--- src/core/tbd_cfg.svh ---
/*
  Constants of the terminal bus diagnostics block: register offsets,
  status bit positions, error codes and LED timing.
  Assumes inclusion by bare name from the package and the core module.
*/
`ifndef TBD_CFG_SVH
`define TBD_CFG_SVH
// ==========================================================
// Register map (byte addresses)
`define TBD_ADDR_W          8
`define TBD_OFS_STATUS      8'h00
`define TBD_OFS_CTRL        8'h04
`define TBD_OFS_EXP_LEN     8'h08
`define TBD_OFS_ERR_INFO    8'h0c
// ==========================================================
// Status word bits, bus reset control bit and length field width
`define TBD_ST_BUS_ERR      0
`define TBD_ST_CFG_CHG      1
`define TBD_ST_LEN_ERR      2
`define TBD_ST_NO_INPUTS    8
`define TBD_ST_IN_BUSY      9
`define TBD_ST_OUT_BUSY     10
`define TBD_ST_WATCHDOG     11
`define TBD_ST_ACYCLIC      15
`define TBD_CTRL_BUS_RST    0
`define TBD_LEN_W           12
// ==========================================================
// Blink codes
`define TBD_CODE_CMD        4'h3
`define TBD_CODE_BREAK      4'h4
`define TBD_CODE_REGCOM     4'h5
`define TBD_CODE_INTERNAL   4'h6
`define TBD_CODE_LEN        4'h7
`define TBD_ARG_INIT        8'h00
`define TBD_ARG_DATA_A      8'h01
`define TBD_ARG_DATA_B      8'h08
// ==========================================================
// Timing: clock, base tick, blink phases in ticks
`define TBD_CLK_NS          40
`define TBD_TICK_NS         1000000
`define TBD_TICK_CYC        (`TBD_TICK_NS / `TBD_CLK_NS)
`define TBD_FAST_HALF_MS    50
`define TBD_SLOW_HALF_MS    250
`define TBD_PAUSE_MS        1000
`define TBD_BUS_RST_NS      100000
`define TBD_BUS_RST_CYC     ((`TBD_BUS_RST_NS + `TBD_CLK_NS - 1) / `TBD_CLK_NS)
`endif

--- src/core/tbd_pkg.sv ---
/*
  Types of the terminal bus diagnostics block.
  Assumes tbd_cfg.svh on the include path.
*/
`include "tbd_cfg.svh"
package tbd_pkg;
  // Kind of fault reported by the bus engine
  typedef enum logic [2:0] {
    TBD_ERR_CMD, TBD_ERR_BREAK, TBD_ERR_REGCOM, TBD_ERR_INIT,
    TBD_ERR_DATA_A, TBD_ERR_DATA_B
  } tbd_err_kind_t;
  // One fault report from the bus engine
  typedef struct packed {
    tbd_err_kind_t kind;   // Fault class
    logic [7:0]    term;   // Physical slot of last working terminal
  } tbd_err_rpt_t;
  // Live bus conditions
  typedef struct packed {
    logic in_busy;         // Input update running
    logic out_busy;        // Output update running
    logic watchdog;        // Bus watchdog tripped
    logic in_done;         // Pulse: input update finished
    logic emc;             // Disturbance on the bus
    logic fieldbus_ok;     // Upstream fieldbus running
  } tbd_bus_cond_t;
  // Blink sequencer phases
  typedef enum {
    TBD_LED_IDLE, TBD_LED_FAST, TBD_LED_CODE, TBD_LED_PAUSE, TBD_LED_ARG,
    TBD_LED_GAP
  } tbd_led_st_t;
endpackage : tbd_pkg

--- src/core/tbd_diag.sv ---
/*
  Terminal bus diagnostics: status word, bus reset request, blink-coded
  red fault LED and green run LED.
  Assumes a bus engine that reports faults and conditions synchronously
  to sys_clk_i, and a register master with one-cycle strobes.
*/
// Notes on behaviour
// RULE_01: Status zero only when synchronous and error-free
// RULE_02: Busy bits may be nonzero without fault
// RULE_03: Bit 1 on configuration change since start
// RULE_04: Bit 2 on process image length mismatch
// RULE_05: Bit 8 until first valid inputs
// RULE_06: Bit 9 while input update runs
// RULE_07: Bit 10 while output update runs
// RULE_08: Bit 11 flags bus watchdog
// RULE_09: Bit 15 while bus reset in progress
// RULE_10: Reset request clears error, bus restarts
// RULE_11: Green LED only when fully fault-free
// RULE_12: Red LED uses fast and slow rates
// RULE_13: Fast burst, code, pause, argument, repeat
// RULE_14: Argument counts position of last terminal
// RULE_15: Passive terminals are not counted
// RULE_16: Disturbance gives plain continuous fast flashing
// RULE_17: Command failure shows code 3, argument 0
// RULE_18: Data break shows code 4, argument n
// RULE_19: Register failure shows code 5, argument n
// RULE_20: Code 6 with argument 0, 1, 8
// RULE_21: Length mismatch shows code 7, argument 0
// RULE_22: Internal errors keep LED until power-on; code 6 keeps only arguments 1 and 8, argument 0 clears on a bus reset
// RULE_23: Bit 0 sticky until bus reset succeeds
`timescale 1ns/100ps
`include "tbd_cfg.svh"
module tbd_diag #(
  parameter int MAX_TERM  = 64,              // Slots on the bus
  parameter int TICK_CYC  = `TBD_TICK_CYC,   // Clocks per 1 ms tick
  parameter int FAST_BURST = 4               // Fast blinks per start
) (
  // Clock and reset
  input  wire logic                    sys_clk_i,
  input  wire logic                    rst_n_i,
  // Register port
  input  wire logic [`TBD_ADDR_W-1:0]  reg_addr_i,
  input  wire logic [31:0]             reg_wdata_i,
  input  wire logic                    reg_wr_i,
  input  wire logic                    reg_rd_i,
  output logic      [31:0]             reg_rdata_o,
  // Bus engine side
  input  wire logic                    err_valid_i,
  input  wire tbd_pkg::tbd_err_rpt_t   err_rpt_i,
  input  wire tbd_pkg::tbd_bus_cond_t  cond_i,
  input  wire logic [MAX_TERM-1:0]     term_passive_i,
  input  wire logic [7:0]              cfg_sig_i,
  input  wire logic                    cfg_sig_vld_i,
  input  wire logic [`TBD_LEN_W-1:0]   act_len_i,
  output logic                         bus_reset_o,
  // LEDs
  output logic                         led_red_o,
  output logic                         led_green_o
);
  import tbd_pkg::*;

  // ==========================================================
  // Elaboration checks
  initial begin
    // Tick divider is 16 bits wide, blink counter 9 bits wide
    if (MAX_TERM < 1 || MAX_TERM > 255 || TICK_CYC < 1 || FAST_BURST < 1 ||
        TICK_CYC > 65536 || FAST_BURST > 256)
      $error("tbd_diag: unsupported parameter value");
  end

  localparam int FAST_T  = `TBD_FAST_HALF_MS;
  localparam int SLOW_T  = `TBD_SLOW_HALF_MS;
  localparam int PAUSE_T = `TBD_PAUSE_MS;
  localparam int RST_CYC = `TBD_BUS_RST_CYC;

  // ==========================================================
  // Helpers
  // Active terminals in slots 0..pos-1; passive slots are skipped
  function automatic logic [7:0] active_pos(input logic [7:0] pos,
                                            input logic [MAX_TERM-1:0] pas);
    logic [7:0] n;
    n = 8'h00;
    for (int i = 0; i < MAX_TERM; i++) begin
      if (i < int'(pos) && !pas[i]) n = n + 8'h01;       // RULE_14 RULE_15
    end
    return n;
  endfunction : active_pos

  // ==========================================================
  // Error and status state
  logic                 err_r,     err_nxt;      // Sticky bus error
  logic [3:0]           code_r,    code_nxt;     // Blink code
  logic [7:0]           arg_r,     arg_nxt;      // Blink argument
  logic                 keep_r,    keep_nxt;     // Lasts until power-on
  logic                 noin_r,    noin_nxt;     // No valid inputs yet
  logic [7:0]           sig0_r,    sig0_nxt;     // Start-up config
  logic                 sig0v_r,   sig0v_nxt;    // Start-up config taken
  logic                 cfgc_r,    cfgc_nxt;     // Config has changed
  logic [`TBD_LEN_W-1:0] exp_len_r, exp_len_nxt; // Expected image length
  logic                 rst_act_r, rst_act_nxt;  // Bus reset running
  logic [11:0]          rst_cnt_r, rst_cnt_nxt;  // Bus reset timer
  logic                 rst_hit_r, rst_hit_nxt;  // Error seen during reset
  logic [31:0]          rdata_r,   rdata_nxt;    // Read data
  logic [15:0]          status;                  // Live status word
  logic                 len_err;                 // Length mismatch now
  logic                 rst_req;                 // Software asks reset

  assign len_err = (exp_len_r != act_len_i);                // RULE_04
  assign rst_req = reg_wr_i && reg_addr_i == `TBD_OFS_CTRL &&
                   reg_wdata_i[`TBD_CTRL_BUS_RST];

  // Status word; bits 9 and 10 may show without any fault
  always_comb begin
    status = 16'h0000;
    status[`TBD_ST_BUS_ERR]   = err_r;                      // RULE_23
    status[`TBD_ST_CFG_CHG]   = cfgc_r;                     // RULE_03
    status[`TBD_ST_LEN_ERR]   = len_err;                    // RULE_04
    status[`TBD_ST_NO_INPUTS] = noin_r;                     // RULE_05
    status[`TBD_ST_IN_BUSY]   = cond_i.in_busy;             // RULE_06 RULE_02
    status[`TBD_ST_OUT_BUSY]  = cond_i.out_busy;            // RULE_07 RULE_02
    status[`TBD_ST_WATCHDOG]  = cond_i.watchdog;            // RULE_08
    status[`TBD_ST_ACYCLIC]   = rst_act_r;                  // RULE_09 RULE_01
  end

  // Next state of error capture, bus reset and registers
  always_comb begin
    err_nxt     = err_r;
    code_nxt    = code_r;
    arg_nxt     = arg_r;
    keep_nxt    = keep_r;
    noin_nxt    = noin_r;
    sig0_nxt    = sig0_r;
    sig0v_nxt   = sig0v_r;
    cfgc_nxt    = cfgc_r;
    exp_len_nxt = exp_len_r;
    rst_act_nxt = rst_act_r;
    rst_cnt_nxt = rst_cnt_r;
    rst_hit_nxt = rst_hit_r;
    rdata_nxt   = 32'h0000_0000;
    if (cond_i.in_done) noin_nxt = 1'b0;                    // RULE_05
    // Bus reset: runs a fixed time, then clears if cause is gone
    if (rst_act_r) begin
      if (rst_cnt_r == 12'(RST_CYC - 1)) begin
        rst_act_nxt = 1'b0;
        if (!rst_hit_r && !err_valid_i && !len_err && !keep_r) begin
          err_nxt  = 1'b0;                                  // RULE_10 RULE_23
          code_nxt = 4'h0;
          arg_nxt  = 8'h00;
          cfgc_nxt = 1'b0;
          sig0v_nxt = 1'b0;
        end
      end else begin
        rst_cnt_nxt = rst_cnt_r + 12'h001;
      end
    end else if (rst_req) begin
      rst_act_nxt = 1'b1;                                   // RULE_09 RULE_10
      rst_cnt_nxt = 12'h000;
      rst_hit_nxt = 1'b0;
    end
    // First signature after reset is the start-up configuration;
    // placed after the clear so a change in the last cycle survives
    if (cfg_sig_vld_i) begin
      if (!sig0v_r) begin
        sig0_nxt  = cfg_sig_i;
        sig0v_nxt = 1'b1;
      end else if (cfg_sig_i != sig0_r) begin
        cfgc_nxt = 1'b1;                                    // RULE_03
      end
    end
    // Length mismatch raises code 7 unless a report is held
    if (len_err && !err_r) begin
      err_nxt  = 1'b1;                                      // RULE_21
      code_nxt = `TBD_CODE_LEN;
      arg_nxt  = 8'h00;
    end
    // A new report wins over a clear in the same cycle
    if (err_valid_i && !keep_r) begin
      err_nxt     = 1'b1;                                   // RULE_23
      rst_hit_nxt = rst_act_r;
      case (err_rpt_i.kind)
        TBD_ERR_CMD: begin
          code_nxt = `TBD_CODE_CMD;                         // RULE_17
          arg_nxt  = 8'h00;
        end
        TBD_ERR_BREAK: begin
          code_nxt = `TBD_CODE_BREAK;                       // RULE_18
          arg_nxt  = active_pos(err_rpt_i.term, term_passive_i);
        end
        TBD_ERR_REGCOM: begin
          code_nxt = `TBD_CODE_REGCOM;                      // RULE_19
          arg_nxt  = active_pos(err_rpt_i.term, term_passive_i);
        end
        TBD_ERR_INIT: begin
          code_nxt = `TBD_CODE_INTERNAL;                    // RULE_20
          arg_nxt  = `TBD_ARG_INIT;
        end
        TBD_ERR_DATA_A: begin
          code_nxt = `TBD_CODE_INTERNAL;                    // RULE_20
          arg_nxt  = `TBD_ARG_DATA_A;
          keep_nxt = 1'b1;                                  // RULE_22
        end
        TBD_ERR_DATA_B: begin
          code_nxt = `TBD_CODE_INTERNAL;                    // RULE_20
          arg_nxt  = `TBD_ARG_DATA_B;
          keep_nxt = 1'b1;                                  // RULE_22
        end
        default: begin
          code_nxt = code_r;
        end
      endcase
    end
    // Register writes
    if (reg_wr_i && reg_addr_i == `TBD_OFS_EXP_LEN)
      exp_len_nxt = reg_wdata_i[`TBD_LEN_W-1:0];
    // Register reads; unmapped addresses read zero
    if (reg_rd_i) begin
      case (reg_addr_i)
        `TBD_OFS_STATUS:   rdata_nxt = {16'h0000, status};
        `TBD_OFS_CTRL:     rdata_nxt = {31'h0, rst_act_r};
        `TBD_OFS_EXP_LEN:  rdata_nxt = {20'h00000, exp_len_r};
        `TBD_OFS_ERR_INFO: rdata_nxt = {15'h0000, keep_r, err_r,
                                        3'h0, code_r, arg_r};
        default:           rdata_nxt = 32'h0000_0000;
      endcase
    end
  end

  // Register the error and status group
  always_ff @(posedge sys_clk_i or negedge rst_n_i) begin
    if (!rst_n_i) begin
      err_r     <= 1'b0;
      code_r    <= 4'h0;
      arg_r     <= 8'h00;
      keep_r    <= 1'b0;
      noin_r    <= 1'b1;
      sig0_r    <= 8'h00;
      sig0v_r   <= 1'b0;
      cfgc_r    <= 1'b0;
      exp_len_r <= '0;
      rst_act_r <= 1'b0;
      rst_cnt_r <= 12'h000;
      rst_hit_r <= 1'b0;
      rdata_r   <= 32'h0000_0000;
    end else begin
      err_r     <= err_nxt;
      code_r    <= code_nxt;
      arg_r     <= arg_nxt;
      keep_r    <= keep_nxt;
      noin_r    <= noin_nxt;
      sig0_r    <= sig0_nxt;
      sig0v_r   <= sig0v_nxt;
      cfgc_r    <= cfgc_nxt;
      exp_len_r <= exp_len_nxt;
      rst_act_r <= rst_act_nxt;
      rst_cnt_r <= rst_cnt_nxt;
      rst_hit_r <= rst_hit_nxt;
      rdata_r   <= rdata_nxt;
    end
  end

  assign reg_rdata_o = rdata_r;
  assign bus_reset_o = rst_act_r;                           // RULE_10

  // ==========================================================
  // Blink sequencer
  // A 1 ms tick keeps the phase counters narrow
  logic [15:0]  div_r,  div_nxt;     // Tick divider
  logic         tick;                // One-cycle tick enable
  tbd_led_st_t  st_r,   st_nxt;      // Sequencer phase
  logic [9:0]   tm_r,   tm_nxt;      // Ticks left in half-period
  logic [8:0]   cnt_r,  cnt_nxt;     // Half-periods left in phase
  logic         red_r,  red_nxt;     // Red LED
  logic         grn_r,  grn_nxt;     // Green LED

  assign tick = (div_r == 16'(TICK_CYC - 1));

  // Load a phase of n blinks (two half-periods each)
  always_comb begin
    div_nxt = tick ? 16'h0000 : div_r + 16'h0001;
    st_nxt  = st_r;
    tm_nxt  = tm_r;
    cnt_nxt = cnt_r;
    red_nxt = red_r;
    // Green only with no fault, valid inputs and fieldbus up
    grn_nxt = !err_r && !cond_i.emc && !noin_r && !cond_i.watchdog &&
              cond_i.fieldbus_ok;                           // RULE_11
    if (cond_i.emc) begin
      // Plain fast flashing, no code
      st_nxt = TBD_LED_IDLE;                                // RULE_16
      if (tick) begin
        if (tm_r == 10'h000) begin
          tm_nxt  = 10'(FAST_T - 1);
          red_nxt = !red_r;
        end else begin
          tm_nxt = tm_r - 10'h001;
        end
      end
    end else if (tick) begin
      if (tm_r != 10'h000) begin
        tm_nxt = tm_r - 10'h001;
      end else begin
        case (st_r)
          TBD_LED_IDLE: begin
            red_nxt = 1'b0;
            if (err_r || keep_r) begin
              st_nxt  = TBD_LED_FAST;                       // RULE_13
              cnt_nxt = 9'(2 * FAST_BURST - 1);
              tm_nxt  = 10'(FAST_T - 1);
              red_nxt = 1'b1;
            end
          end
          TBD_LED_FAST, TBD_LED_CODE, TBD_LED_ARG: begin
            if (cnt_r != 9'h000) begin
              cnt_nxt = cnt_r - 9'h001;
              red_nxt = !red_r;
              tm_nxt  = (st_r == TBD_LED_FAST) ? 10'(FAST_T - 1)
                                               : 10'(SLOW_T - 1); // RULE_12
            end else if (st_r == TBD_LED_FAST) begin
              st_nxt  = TBD_LED_CODE;
              cnt_nxt = {code_r, 1'b0} - 9'h001;
              red_nxt = 1'b1;
              tm_nxt  = 10'(SLOW_T - 1);
            end else begin
              st_nxt  = (st_r == TBD_LED_CODE) ? TBD_LED_PAUSE
                                               : TBD_LED_GAP;
              red_nxt = 1'b0;                               // RULE_13
              tm_nxt  = 10'(PAUSE_T - 1);
            end
          end
          TBD_LED_PAUSE: begin
            // Argument zero shows no slow pulse at all
            if (arg_r == 8'h00) begin
              st_nxt = TBD_LED_GAP;
              tm_nxt = 10'(PAUSE_T - 1);
            end else begin
              st_nxt  = TBD_LED_ARG;                        // RULE_14
              cnt_nxt = {arg_r, 1'b0} - 9'h001;
              red_nxt = 1'b1;
              tm_nxt  = 10'(SLOW_T - 1);
            end
          end
          TBD_LED_GAP: begin
            st_nxt = TBD_LED_IDLE;                          // RULE_13
          end
          default: begin
            st_nxt = TBD_LED_IDLE;
          end
        endcase
      end
    end
  end

  // Register the sequencer group
  always_ff @(posedge sys_clk_i or negedge rst_n_i) begin
    if (!rst_n_i) begin
      div_r <= 16'h0000;
      st_r  <= TBD_LED_IDLE;
      tm_r  <= 10'h000;
      cnt_r <= 9'h000;
      red_r <= 1'b0;
      grn_r <= 1'b0;
    end else begin
      div_r <= div_nxt;
      st_r  <= st_nxt;
      tm_r  <= tm_nxt;
      cnt_r <= cnt_nxt;
      red_r <= red_nxt;
      grn_r <= grn_nxt;
    end
  end

  assign led_red_o   = red_r;
  assign led_green_o = grn_r;
endmodule : tbd_diag

--- config.mk ---
export PLATFORM = sky130hd
export DESIGN_NAME = tbd_diag
export DESIGN_NICKNAME = d
export VERILOG_FILES = /design/src/core/tbd_pkg.sv /design/src/core/tbd_diag.sv
export VERILOG_INCLUDE_DIRS = /design/src /design/src/core
export SDC_FILE = /design/constraint.sdc
export NUM_CORES = 1
export LEC_CHECK = 0
export BUFFER_PORTS_ARGS = -buffer_cell sky130_fd_sc_hd__buf_4
export CAP_MARGIN = 40
export CELL_PAD_IN_SITES_DETAIL_PLACEMENT = 0
export CELL_PAD_IN_SITES_GLOBAL_PLACEMENT = 2
export CORE_MARGIN = 2
export CORE_UTILIZATION = 33
export CTS_BUF_LIST = sky130_fd_sc_hd__clkbuf_4
export DETAILED_ROUTE_END_ITERATION = 10
export GPL_TIMING_DRIVEN = 1
export PLACE_DENSITY = 0.78
export SYNTH_ARGS = -nofsm -noshare
export SYNTH_HDL_FRONTEND = slang
export SYNTH_SLANG_ARGS = --single-unit
--- constraint.sdc ---
create_clock -name sys_clk_i -period 3.38 [get_ports sys_clk_i]
set_input_delay 0.169 -clock sys_clk_i [delete_from_list [all_inputs] [get_ports sys_clk_i]]
set_output_delay 0.169 -clock sys_clk_i [all_outputs]
set_load 0.01 [all_outputs]
* Word-level counts from Yosys, hierarchy flattened *
Index checks and enable logic that the tools add are counted.
Widths: inputs -> output; s select.

operators by class
  $add $sub $neg = 132
  order comparisons = 64
  equality and inequality tests = 30
  muxes and demuxes = 454
  bitwise logic cells = 3
  reductions and logical operators = 180

operators with widths
  cell                 number
  $mux 8               384
  $add 8x1->8 const B  126
  $lt 6x8->1 const A   32
  $mux 32              5
  $lt 5x8->1 const A   16
  $eq 32x2->1 const B  3
  $pmux 32 s3          1
  $mux 10              9
  $logic_and 1x1->1    76
  $logic_not 1->1      73
  $pmux 17 s4          1
  $eq 32x3->1 const B  2
  $lt 4x8->1 const A   8
  $pmux 8 s5           1
  $mux 12              3
  $mux 9               4
  $mux 1               33
  $eq 32x1->1 const B  1
  $logic_not 32->1     1
  $lt 3x8->1 const A   4
  $pmux 10 s3          1
  $pmux 9 s3           1
  $mux 4               5
  $sub 9x1->9 const B  2
  43 further kinds     71

word-level totals
  bits in registers = 152
  input bits = 147
  output and inout bits = 35
  word-level logic and storage cells = 882

* Logic depth before layout (Yosys ltp) *
Gate-level depths: netlist (run 1).

  word-level depth = 257
  gate-level depth with buffers = 207
  gate-level depth less buffers = 203

* Worst setup path after synthesis (run 1) *
Ideal clock, no wire load.

  kind = input to register
  start = in err_rpt_i[3] (netlist bit)
  end = reg arg_r[6]
  setup time = 0.121 ns
  arrival time = 34.540 ns
  required time = 3.259 ns
  path slack = -31.281 ns
  stages on the path = 200
  path buffers = 3
  cell sequence = buf_6 buf_2 buf_1 nor4_1 a21oi_1 ha_1 xnor2_1 ha_1 and2_1 nor2_1 inv_2 ha_1 a21o_1 ha_1 nand2_1 o211ai_1 nor2_1 a21oi_1 [164 not listed] ha_1 mux2i_1 inv_1 ha_1 nand2_1 o21ai_0 ha_1 and2_1 xnor2_1 or3_1 inv_1 nand4b_1 a31oi_1 a21oi_2 xnor2_2 nor3_2 xnor2_1 o21ai_1

on the way
  cells in the longest elaborated chain, start to end = 257
  elaborated cells between the ends (all ways) = 635
  those cells by class = add/sub: 126; order compare: 64; mux: 381; reduce/logical: 64

RTL lines
  what                    RTL line         text
  start: declaration      tbd_diag.sv:49   input wire tbd_pkg::tbd_err_rpt_t err_rpt_i,
  $lt 1x8->1              tbd_diag.sv:84   if (i < int'(pos) && !pas[i]) n = n + 8'h01;
  $logic_and 1x1->1       tbd_diag.sv:84
  $mux 1                  tbd_diag.sv:84
  $mux 8                  tbd_diag.sv:180  case (err_rpt_i.kind)
  $mux 8                  tbd_diag.sv:177  if (err_valid_i && !keep_r) begin
  $add 8x1->8             tbd_diag.sv:84
  $mux 8                  tbd_diag.sv:84
  $mux 8                  tbd_diag.sv:180
  [242 not listed]        -
  $mux 8                  tbd_diag.sv:84
  $mux 8                  tbd_diag.sv:180
  $mux 8                  tbd_diag.sv:177
  $add 8x1->8             tbd_diag.sv:84
  $mux 8                  tbd_diag.sv:84
  $pmux 8 s5 *            tbd_diag.sv:180
  $mux 8 *                tbd_diag.sv:177
  named net arg_nxt[6]    tbd_diag.sv:93   logic [7:0] arg_r, arg_nxt;
  end signal: assignment  tbd_diag.sv:247  arg_r <= arg_nxt;
  end: declaration        tbd_diag.sv:93

The timed path passes the listed nets; every way through them passes the cells marked *. The select of a mux whose other input is x is not followed.
A chain may end at the register's enable or synchronous reset.

* Final worst setup path (run 1) *
  start = in err_rpt_i[4] (netlist bit)
  end = reg arg_r[6]

The elaborated chain is that of the path after synthesis.

==> flow_summary.yaml, run 1 <==
logic_synthesis:
  yosysSeqAreaShare: 0.134
  netlist_area_sq_um: 19500
  synth_warnings: 0
  synth-edff-count: 0
  synth_top_cell_area_share: 0.132
  yosysUniqueCellTypes: 124
  synth.ff_latch_count: 104
  ys_top_cells_by_area: "dfrtp_1 13%, xnor2_1 11%, nand2_1 5.5%"
  synthArstFlopShare: 1.00
  synth_area_per_cell_sq_um: 7.51
  yosysTopAreaCell: "dfrtp_1"
  synth_ff_type: "dfrtp_1"
  netlist_instances: 2590
placement:
  gp_congestion: 0.928
  io_buffers: 143
  place_area_sq_um: 28700
  dp_hpwl_um: 59500
  preCtsSetupSlack_ps: -29130
clocking:
  clk_path_buf_depth: 2
  clk_latency_ps: 470
  h-tree-depth: 3
  cts_tree: "yes"
  numClockSinks: 104
  numCtsBuffers: 9
  clockRootBuffer: "clkbuf_4"
  clkTransAtPathRegs_ps: 170
worst_setup_path:
  cp_max_fo: 7
  cp-start-kind: "input pin"
  critical_path_class: "in2reg"
  slowest_stage: "or3_1"
  critPathMaxStageDelay_ps: 440
  critPathRequiredTime_ps: 3760
  crit_top_cell: "buf_4"
  endpoint_kind: "flop"
  crit_arrival_ps: 31430
outcome:
  violations: "negative setup slack"
  outcome: "complete, but fails checks"
global_routing:
  grt_max_degree: 68
  overflow: 0
  grt_pass1_vias: 22544
  grt_pass1_wl_um: 113000
  grt.total_usage: 0.225
  antenna_found_initial: 5
timing:
  period_share: 9.19
  setup_viol: 8
  fmax_mhz: 32.2
  drv_slew: 0
  worstMarginPinSlew_ps: 1360
  worst_slack_ps: -27680
  skew_ps: 29.3
  max_slew_margin: 0.0894
  hold_violations: 0
  fin_crit_ps: 31060
  rsz0062_at_grt: "yes"
drt:
  wl_um: 73200
  vias: 23431
  drc: 0
  first_pass_iters: 6
  drt-wirelength-per-cell_um: 16.1
  vias_per_cell: 5.16
  postRouteAntennaNets: 0
  drt_iter0_markers: 1028
die:
  die_y_um: 247
  ios: 182
  core.rowCount: 89
  initial_core_util: 0.332
  dieArea_sq_um: 60900
  die_width_um: 247
  core-area_sq_um: 58700
flow_run:
  cap_violations: 0
finish:
  fin_nets: 3982
  final_cell_mix: "1181 x buf_4, 275 x nand2_1, 224 x xnor2_1"
  final_common_cell: "buf_4"
  drive_gt1_frac: 0.429
  area_growth_pct: 61.1
  stdcell_area_sq_um: 31400
worst_hold_path:
  hp-class: "in2reg"
[flip-flops by register name, indices dropped and copies added (netlist names), 3 cells and up]
signal and flops:
code_r 3, arg_r 8, rst_cnt_r 12, div_r 16, exp_len_r 12, reg_rdata_o 14
st_r 3, cnt_r 9, sig0_r 8, tm_r 10
[synthesized netlist by cell type (21+ instances only)]
library cell,number
nand2_1,287
xnor2_1,255
nor2_1,231
a21oi_1,185
o21ai_0,130
xor2_1,108
dfrtp_1,103
inv_1,92
nor3_1,90
nand3_1,89
ha_1,73
clkbuf_1,52
a211oi_1,49
mux2i_1,46
a21o_1,40
and2_1,35
or3_1,34
mux2_2,32
nand2b_1,31
nor4_1,31
nand4_1,29
a31oi_1,28
o211ai_1,24
a211o_1,22
buf_4,22
nor2b_1,21
xnor2_2,21
[metrics by stage]
step	TNS, ps	instances	util	hold slack [ps]
final	-197530	4543	0.534	47.8
after global routing	-208570	4543	0.534	15.4
after CTS	-197780	4484	0.511	11.3
after detailed placement	-209210	4367	0.490	36.9
after global placement	-205020	4364	0.489	298
after floorplan	-201570	2607	-	-127
[kinds of logic after synthesis]
kind of cell / share of synthesized area
other cells: 0.000193
mux: 0.0466
simple gates: 0.254
xor+xnor: 0.231
buf+inv: 0.0456
flops: 0.134
compound gates: 0.240
fa+ha+maj: 0.0480
[layer usage]
layer	part of all wire	track usage
met4	0.029	0.0641
met2	0.50	0.410
met1	0.44	0.285
met3	0.034	0.0113
met5	0.00034	0
[worst paths after layout]
check                                   start              end  slack, ps  depth (start not counted)
worst min-delay path            reg_addr_i[2]  reg_rdata_o[16]         50                          3
worst max-delay path             err_rpt_i[4]         arg_r[6]     -27680                        199
worst min register to register       div_r[0]         div_r[0]        500                          1
worst max register to register        tm_r[0]          tm_r[6]        300                         13
min in group asynchronous             rst_n_i          st_r[2]         80                          2
max in group asynchronous             rst_n_i          tm_r[0]       2430                          4
[worst max-delay path: cells and delay by family]
family / cells / cell delay [ps]
multiplexers: 6 / 1070
XOR/XNOR: 20 / 3210
adder cells (fa/ha/maj): 25 / 6690
AND/OR/NAND/NOR: 47 / 6120
buffers and inverters: 46 / 5310
AO/OA/AOI/OAI: 55 / 8850
[what timing repair did]
action,in CTS,in global routing
endpoints found under the hold margin,109,0
gates cloned,0,1
setup buffers,68,58
gates resized for setup,56,180
hold buffers,33,0
endpoints found under the setup margin,8,8
pin swaps,70,150
[layout make-up]
type                    count  area, sq um
diodes                      3         7.51
clock buffers              10         75.1
clock inverters             6         45.0
fillers                  5500        27300
inverters                 100          380
multi-input cells        2307        17700
flip-flops and latches    104         2600
well taps                 773          967
repair buffers           1240         9530
Power of run 1 is not shown: default switching activity piles up to over one toggle a cycle in this logic, so the estimate is an artifact.
==> run 2: changes to the inputs <==
- ABC_AREA: unset -> 1
- CORE_UTILIZATION: 33 -> 28
- PLACE_DENSITY: 0.78 -> 0.77
==> flow_summary.yaml, run 2 <==
clocking:
  clk_path_buf_depth: 2
  h-tree-depth: 3
  clkTransAtPathRegs_ps: 170
  numCtsBuffers: 9
  clockRootBuffer: "clkbuf_4"
  clk_latency_ps: 490
  cts_tree: "yes"
  numClockSinks: 104
worst_hold_path:
  hold_path_depth: 4
  min_to: "arg_r[0]"
  hp-class: "in2reg"
  min_from: "err_rpt_i[8]"
pwr:
  combinationalPowerShare: 0.919
  switchingPower_mw: 12.8
  power_frac_clock: 0.025
  seq_power_share: 0.056
  p_sw_frac: 0.543
  leakagePower_nw: 17.7
  irDropWorstVdd_v: 0.000486
  power_density_nw_per_um2: 751
  internal_power_mw: 10.8
worst_setup_path:
  r2r_setup_slack_ps: 390
  reg2reg_to: "tm_r[9]"
  critPathMaxStageDelay_ps: 280
  r2r_cells: 16
  slowest_stage: "or2_4"
  cp-start-kind: "input pin"
  critical_path_class: "in2reg"
  crit_top_cell: "nand2_2"
  critPathRequiredTime_ps: 3780
  crit_arrival_ps: 25840
  r2r-start: "tm_r[0]"
  cp_max_fo: 4
  endpoint_kind: "flop"
logic_synthesis:
  synth_most_common_cell: "nand2_1"
  synth_area_per_cell_sq_um: 5.21
  yosysSeqAreaShare: 0.128
  synth.ff_latch_count: 104
  synth-simple-area-share: 0.601
  ys_top_cells_by_area: "nand2_1 22%, nand3_1 17%, inv_1 14%"
  synthArstFlopShare: 1.00
  synthMuxAreaShare: 0.00722
  netlist_area_sq_um: 20300
  synth-adder-area-share: 0.0451
  yosysTopAreaCell: "nand2_1"
  synth_commonest_cells: "1207 x nand2_1, 750 x inv_1, 672 x nand3_1, 442 x nor2_1, 103 x dfrtp_1"
  synth_warnings: 0
  synth-compound-area-share: 0.0546
  synth_top_cell_area_share: 0.223
  synth_xor_area_frac: 0.0108
  synth_ff_type: "dfrtp_1"
  synth-edff-count: 0
  synth_top_family_by_area: "simple AND/OR/NAND/NOR gates"
  netlist_instances: 3892
  yosysUniqueCellTypes: 55
timing:
  drv_slew: 0
  worst_slack_ps: -22070
  max_slew_margin: 0.507
  worstMarginPinSlew_ps: 739
  rsz0062_at_grt: "yes"
  fmax_mhz: 39.3
  hold_slack_ps: 68.0
  period_share: 7.53
  hold_violations: 0
  setup_viol: 8
  fin_crit_ps: 25450
  skew_ps: 14.2
finish:
  drive_gt1_frac: 0.328
  regMostFlops: "div_r"
  final_cell_mix: "1054 x nand2_1, 1004 x buf_4, 701 x inv_1"
  final_cells: 5899
  largest_register_ffs: 16
  area_growth_pct: 55.1
  final_util: 0.439
  fillers: 7837
  fin_nets: 5163
  final_common_cell: "nand2_1"
die:
  dieArea_sq_um: 74600
  core.rowCount: 98
  initial_core_util: 0.283
  die_width_um: 273
  ios: 182
  die_y_um: 273
  core-area_sq_um: 71600
drt:
  wl_um: 68600
  drt_iter0_markers: 1048
  postRouteAntennaNets: 0
  drt-wirelength-per-cell_um: 11.6
  vias: 25914
  drc: 0
  first_pass_iters: 5
  vias_per_cell: 4.39
placement:
  gp_congestion: 0.853
  dp_hpwl_um: 58400
  dpl.cell_count: 5796
  preCtsSetupSlack_ps: -24230
  io_buffers: 143
global_routing:
  overflow: 0
  grt.total_usage: 0.178
  grt_pass1_vias: 24783
  grt_pass1_wl_um: 113000
  antenna_found_initial: 2
  grt_max_degree: 57
outcome:
  violations: "negative setup slack"
  outcome: "complete, but fails checks"
flow_run:
  cap_violations: 0
==> run 2: cell types whose count changed in the layout (fill, tap and decap cells not counted), moves of 101 or more <==
cell     change
nor2_1     +210
inv_1      +622
nand2_2    +162
a21oi_1    -101
nand3_1    +509
buf_4      -177
xnor2_1    -213
nand2_1    +779
==> run 2: routing by layer <==
metal / global-route usage / wire length, um / share of wire / vias up
li1: - / - / - / 14337
met5: 0 / 13 / 0.00019 / -
met2: 0.316 / 33100 / 0.48 / 196
met4: 0.0388 / 1460 / 0.021 / 2
met3: 0.0126 / 1070 / 0.016 / 57
met1: 0.234 / 32900 / 0.48 / 11322
==> run 2: how the worst max path moves through the flow <==
stage / from / endpoint / cells after the start
2_1_floorplan: err_rpt_i[3] / arg_r[7] / 238
3_3_place_gp: err_rpt_i[5] / arg_r[7] / 237
3_5_place_dp: err_rpt_i[5] / arg_r[7] / 237
4_1_cts: err_rpt_i[5] / arg_r[6] / 237
5_1_grt: err_rpt_i[5] / arg_r[7] / 233
6_report: err_rpt_i[5] / arg_r[6] / 233
==> run 2: kinds of logic after synthesis <==
family | Yosys count
DFF | 104
buffers and inverters | 806
other | 1
xor gates and xnor gates | 25
adders and majority gates | 73
muxes | 13
and+or+nand+nor | 2682
AOI/OAI and AO/OA | 188
==> run 2: layout make-up <==
class | count | area (sq um) | share of cell area
antenna | 1 | 2.50 | 0.0000796
inverter | 778 | 2920 | 0.0930
tap | 950 | 1190 | 0.0378
timing repair buffer | 1051 | 8070 | 0.257
clock buffer | 10 | 75.1 | 0.00239
sequential | 104 | 2600 | 0.0828
clock inverter | 6 | 36.3 | 0.00115
multi-input combinational | 2999 | 16500 | 0.526
==> run 2: power by group through the flow <==
| stage | Combinational, mW | Sequential, mW | Clock [mW] |
|---|---|---|---|
| after global routing | 24.9 | 1.32 | 0.658 |
| after CTS | 20.5 | 1.31 | 0.625 |
| final | 21.7 | 1.31 | 0.598 |
| after global placement | 20.1 | 1.34 | 0 |
| after detailed placement | 20.3 | 1.34 | 0 |
| after floorplan | 12.7 | 1.32 | 0 |
==> run 2: repair_timing <==
action                                 4_1_cts  5_1_grt
endpoints found under the hold margin       84        0
setup buffers                                8       45
hold buffers                                33        0
gates cloned                                 0        0
setup endpoints to repair                    8        8
pin swaps                                   17      196
gates resized for setup                     27      348
==> run 2: through the flow <==
stage	TNS [ps]	area, sq um	power [mW]
floorplan	-167110	20700	14.0
global placement	-180350	29000	21.5
detailed placement	-182900	29000	21.7
CTS	-177190	29500	22.4
global route	-178870	31400	26.9
finish	-167400	31400	23.6
==> run 2: critical path, delay by kind of cell <==
| family | cells | cell delay, ps |
|---|---|---|
| buffers and inverters | 41 | 2230 |
| AO/OA/AOI/OAI | 12 | 1390 |
| AND/OR/NAND/NOR | 146 | 14330 |
| adder cells (fa/ha/maj) | 34 | 7670 |
Power figures use the tool's default switching activity.
==> run 3: changes to the inputs <==
- CELL_PAD_IN_SITES_DETAIL_PLACEMENT: 0 -> unset
- CELL_PAD_IN_SITES_GLOBAL_PLACEMENT: 2 -> unset
- CORE_UTILIZATION: 28 -> 40
- PLACE_DENSITY: 0.77 -> 0.58
==> flow_summary.yaml, run 3 (synthesis gave the netlist of run 2 again) <==
worst_setup_path:
  r2r_cells: 17
  critPathRequiredTime_ps: 3780
  reg2reg_to: "tm_r[2]"
  cp_max_fo: 8
  r2r-start: "tm_r[0]"
  endpoint_kind: "flop"
  r2r_setup_slack_ps: 580
  startpoint: "err_rpt_i[6]"
  path_buf_inv: 40
  crit_arrival_ps: 26070
  critical_path_class: "in2reg"
  cp-start-kind: "input pin"
  slowest_stage: "or2_4"
  path_delay_family: "simple AND/OR/NAND/NOR gates"
  critPathMaxStageDelay_ps: 280
  crit_top_cell: "nand2_2"
finish:
  final_common_cell: "nand2_1"
  multi_input_area_sq_um: 16500
  stdcell_area_sq_um: 31000
  final_cell_mix: "1062 x nand2_1, 986 x buf_4, 703 x inv_1"
  largest_register_ffs: 16
  area_growth_pct: 52.9
  regMostFlops: "div_r"
  fillers: 4975
  fin_nets: 5153
  drive_gt1_frac: 0.325
  final_cells: 5611
  final_util: 0.619
  register_area_sq_um: 2600
placement:
  place_area_sq_um: 28200
  dpl.cell_count: 5476
  io_buffers: 143
  dp_hpwl_um: 51700
  gp_congestion: 0.905
worst_hold_path:
  min_to: "reg_rdata_o[16]"
  min_from: "reg_addr_i[3]"
  hold_path_depth: 5
  hp-class: "in2reg"
global_routing:
  grtUsageMet1: 0.298
  use_met2: 0.407
  grt_pass1_wl_um: 103000
  grt.total_usage: 0.226
  grt.busiest_layer: "met2"
  antenna_found_initial: 1
  grt_max_degree: 54
  overflow: 0
  use_met3: 0.0138
  grt_pass1_vias: 23700
clocking:
  h-tree-depth: 3
  clk_latency_ps: 490
  clockRootBuffer: "clkbuf_4"
  clk_path_buf_depth: 2
  cts_tree: "yes"
  numCtsBuffers: 9
  clkTransAtPathRegs_ps: 160
  numClockSinks: 104
die:
  initial_core_util: 0.405
  ios: 182
  dieArea_sq_um: 52500
  core-area_sq_um: 50100
  core.rowCount: 82
  die_width_um: 229
  die_y_um: 229
timing:
  rsz0062_at_grt: "yes"
  worst_slack_ps: -22290
  period_share: 7.59
  hold_violations: 0
  fmax_mhz: 39.0
  skew_ps: 13.8
  max_slew_margin: 0.420
  drv_slew: 0
  setup_viol: 8
  worstMarginPinSlew_ps: 864
  fin_crit_ps: 25670
drt:
  vias_per_cell: 4.69
  drc: 0
  wl_um: 63400
  drt-wirelength-per-cell_um: 11.3
  first_pass_iters: 5
  drt_iter0_markers: 1296
  postRouteAntennaNets: 0
  vias: 26320
pwr:
  power_density_nw_per_um2: 745
  irDropWorstVdd_v: 0.000648
  leakagePower_nw: 17.6
outcome:
  violations: "negative setup slack"
  outcome: "complete, but fails checks"
flow_run:
  cap_violations: 0
[run 3: changes by cell type in the layout (fill, tap and decap cells not counted), sizes merged]
cell         delta
buf            -11
clkinv          -1
dlygate4sd3     +1
inv             +1
[run 3: routing by layer]
layer  share of wire  vias up
li1                -    14334
met1            0.47    11584
met2            0.49      347
met3           0.024       55
met4           0.017        0
met5               0        -
[run 3: worst min-delay path, delay by kind of cell]
family | cells | cell delay [ps]
buffers and inverters | 3 | 250
AND/OR/NAND/NOR | 2 | 100
[run 3: layout make-up]
cell class,instances,area share
Tap cell,672,0.0271
Inverter,778,0.0943
Antenna cell,1,0.0000807
Multi-Input combinational cell,2999,0.533
Clock inverter,6,0.00117
Clock buffer,10,0.00242
Timing Repair Buffer,1041,0.258
Sequential cell,104,0.0840
[run 3: where the power goes]
part           total, mW  switching, mW  leakage [nW]  internal [mW]
combinational       21.2           12.1          16.3           9.09
clock              0.580          0.422        0.0680          0.158
sequential          1.31         0.0326          1.29           1.27
[run 3: how the worst max path moves through the flow]
stage | end | slack (ps) | cells past startpoint
final | arg_r[7] | -22290 | 230
after CTS | arg_r[7] | -23280 | 237
after floorplan | arg_r[7] | -22920 | 238
after global placement | arg_r[7] | -23510 | 235
after global routing | arg_r[7] | -23760 | 231
after detailed placement | arg_r[7] | -24010 | 235
[run 3: timing repair]
| action | in CTS | in global routing |
|---|---|---|
| gates resized for setup | 56 | 319 |
| hold buffers | 34 | 0 |
| pin swaps | 30 | 209 |
| endpoints found under the setup margin | 8 | 8 |
| endpoints found under the hold margin | 81 | 0 |
| setup buffers | 17 | 67 |
[run 3: stage by stage]
step                      setup WS, ps  power (mW)  hold slack (ps)  TNS, ps
final                           -22290        23.1             49.5  -168400
after global placement          -23510        20.6              256  -177440
after CTS                       -23280        21.7             15.3  -174900
after floorplan                 -22920        14.0             -127  -167110
after global routing            -23760        26.3             13.4  -179810
after detailed placement        -24010        20.9              252  -180790
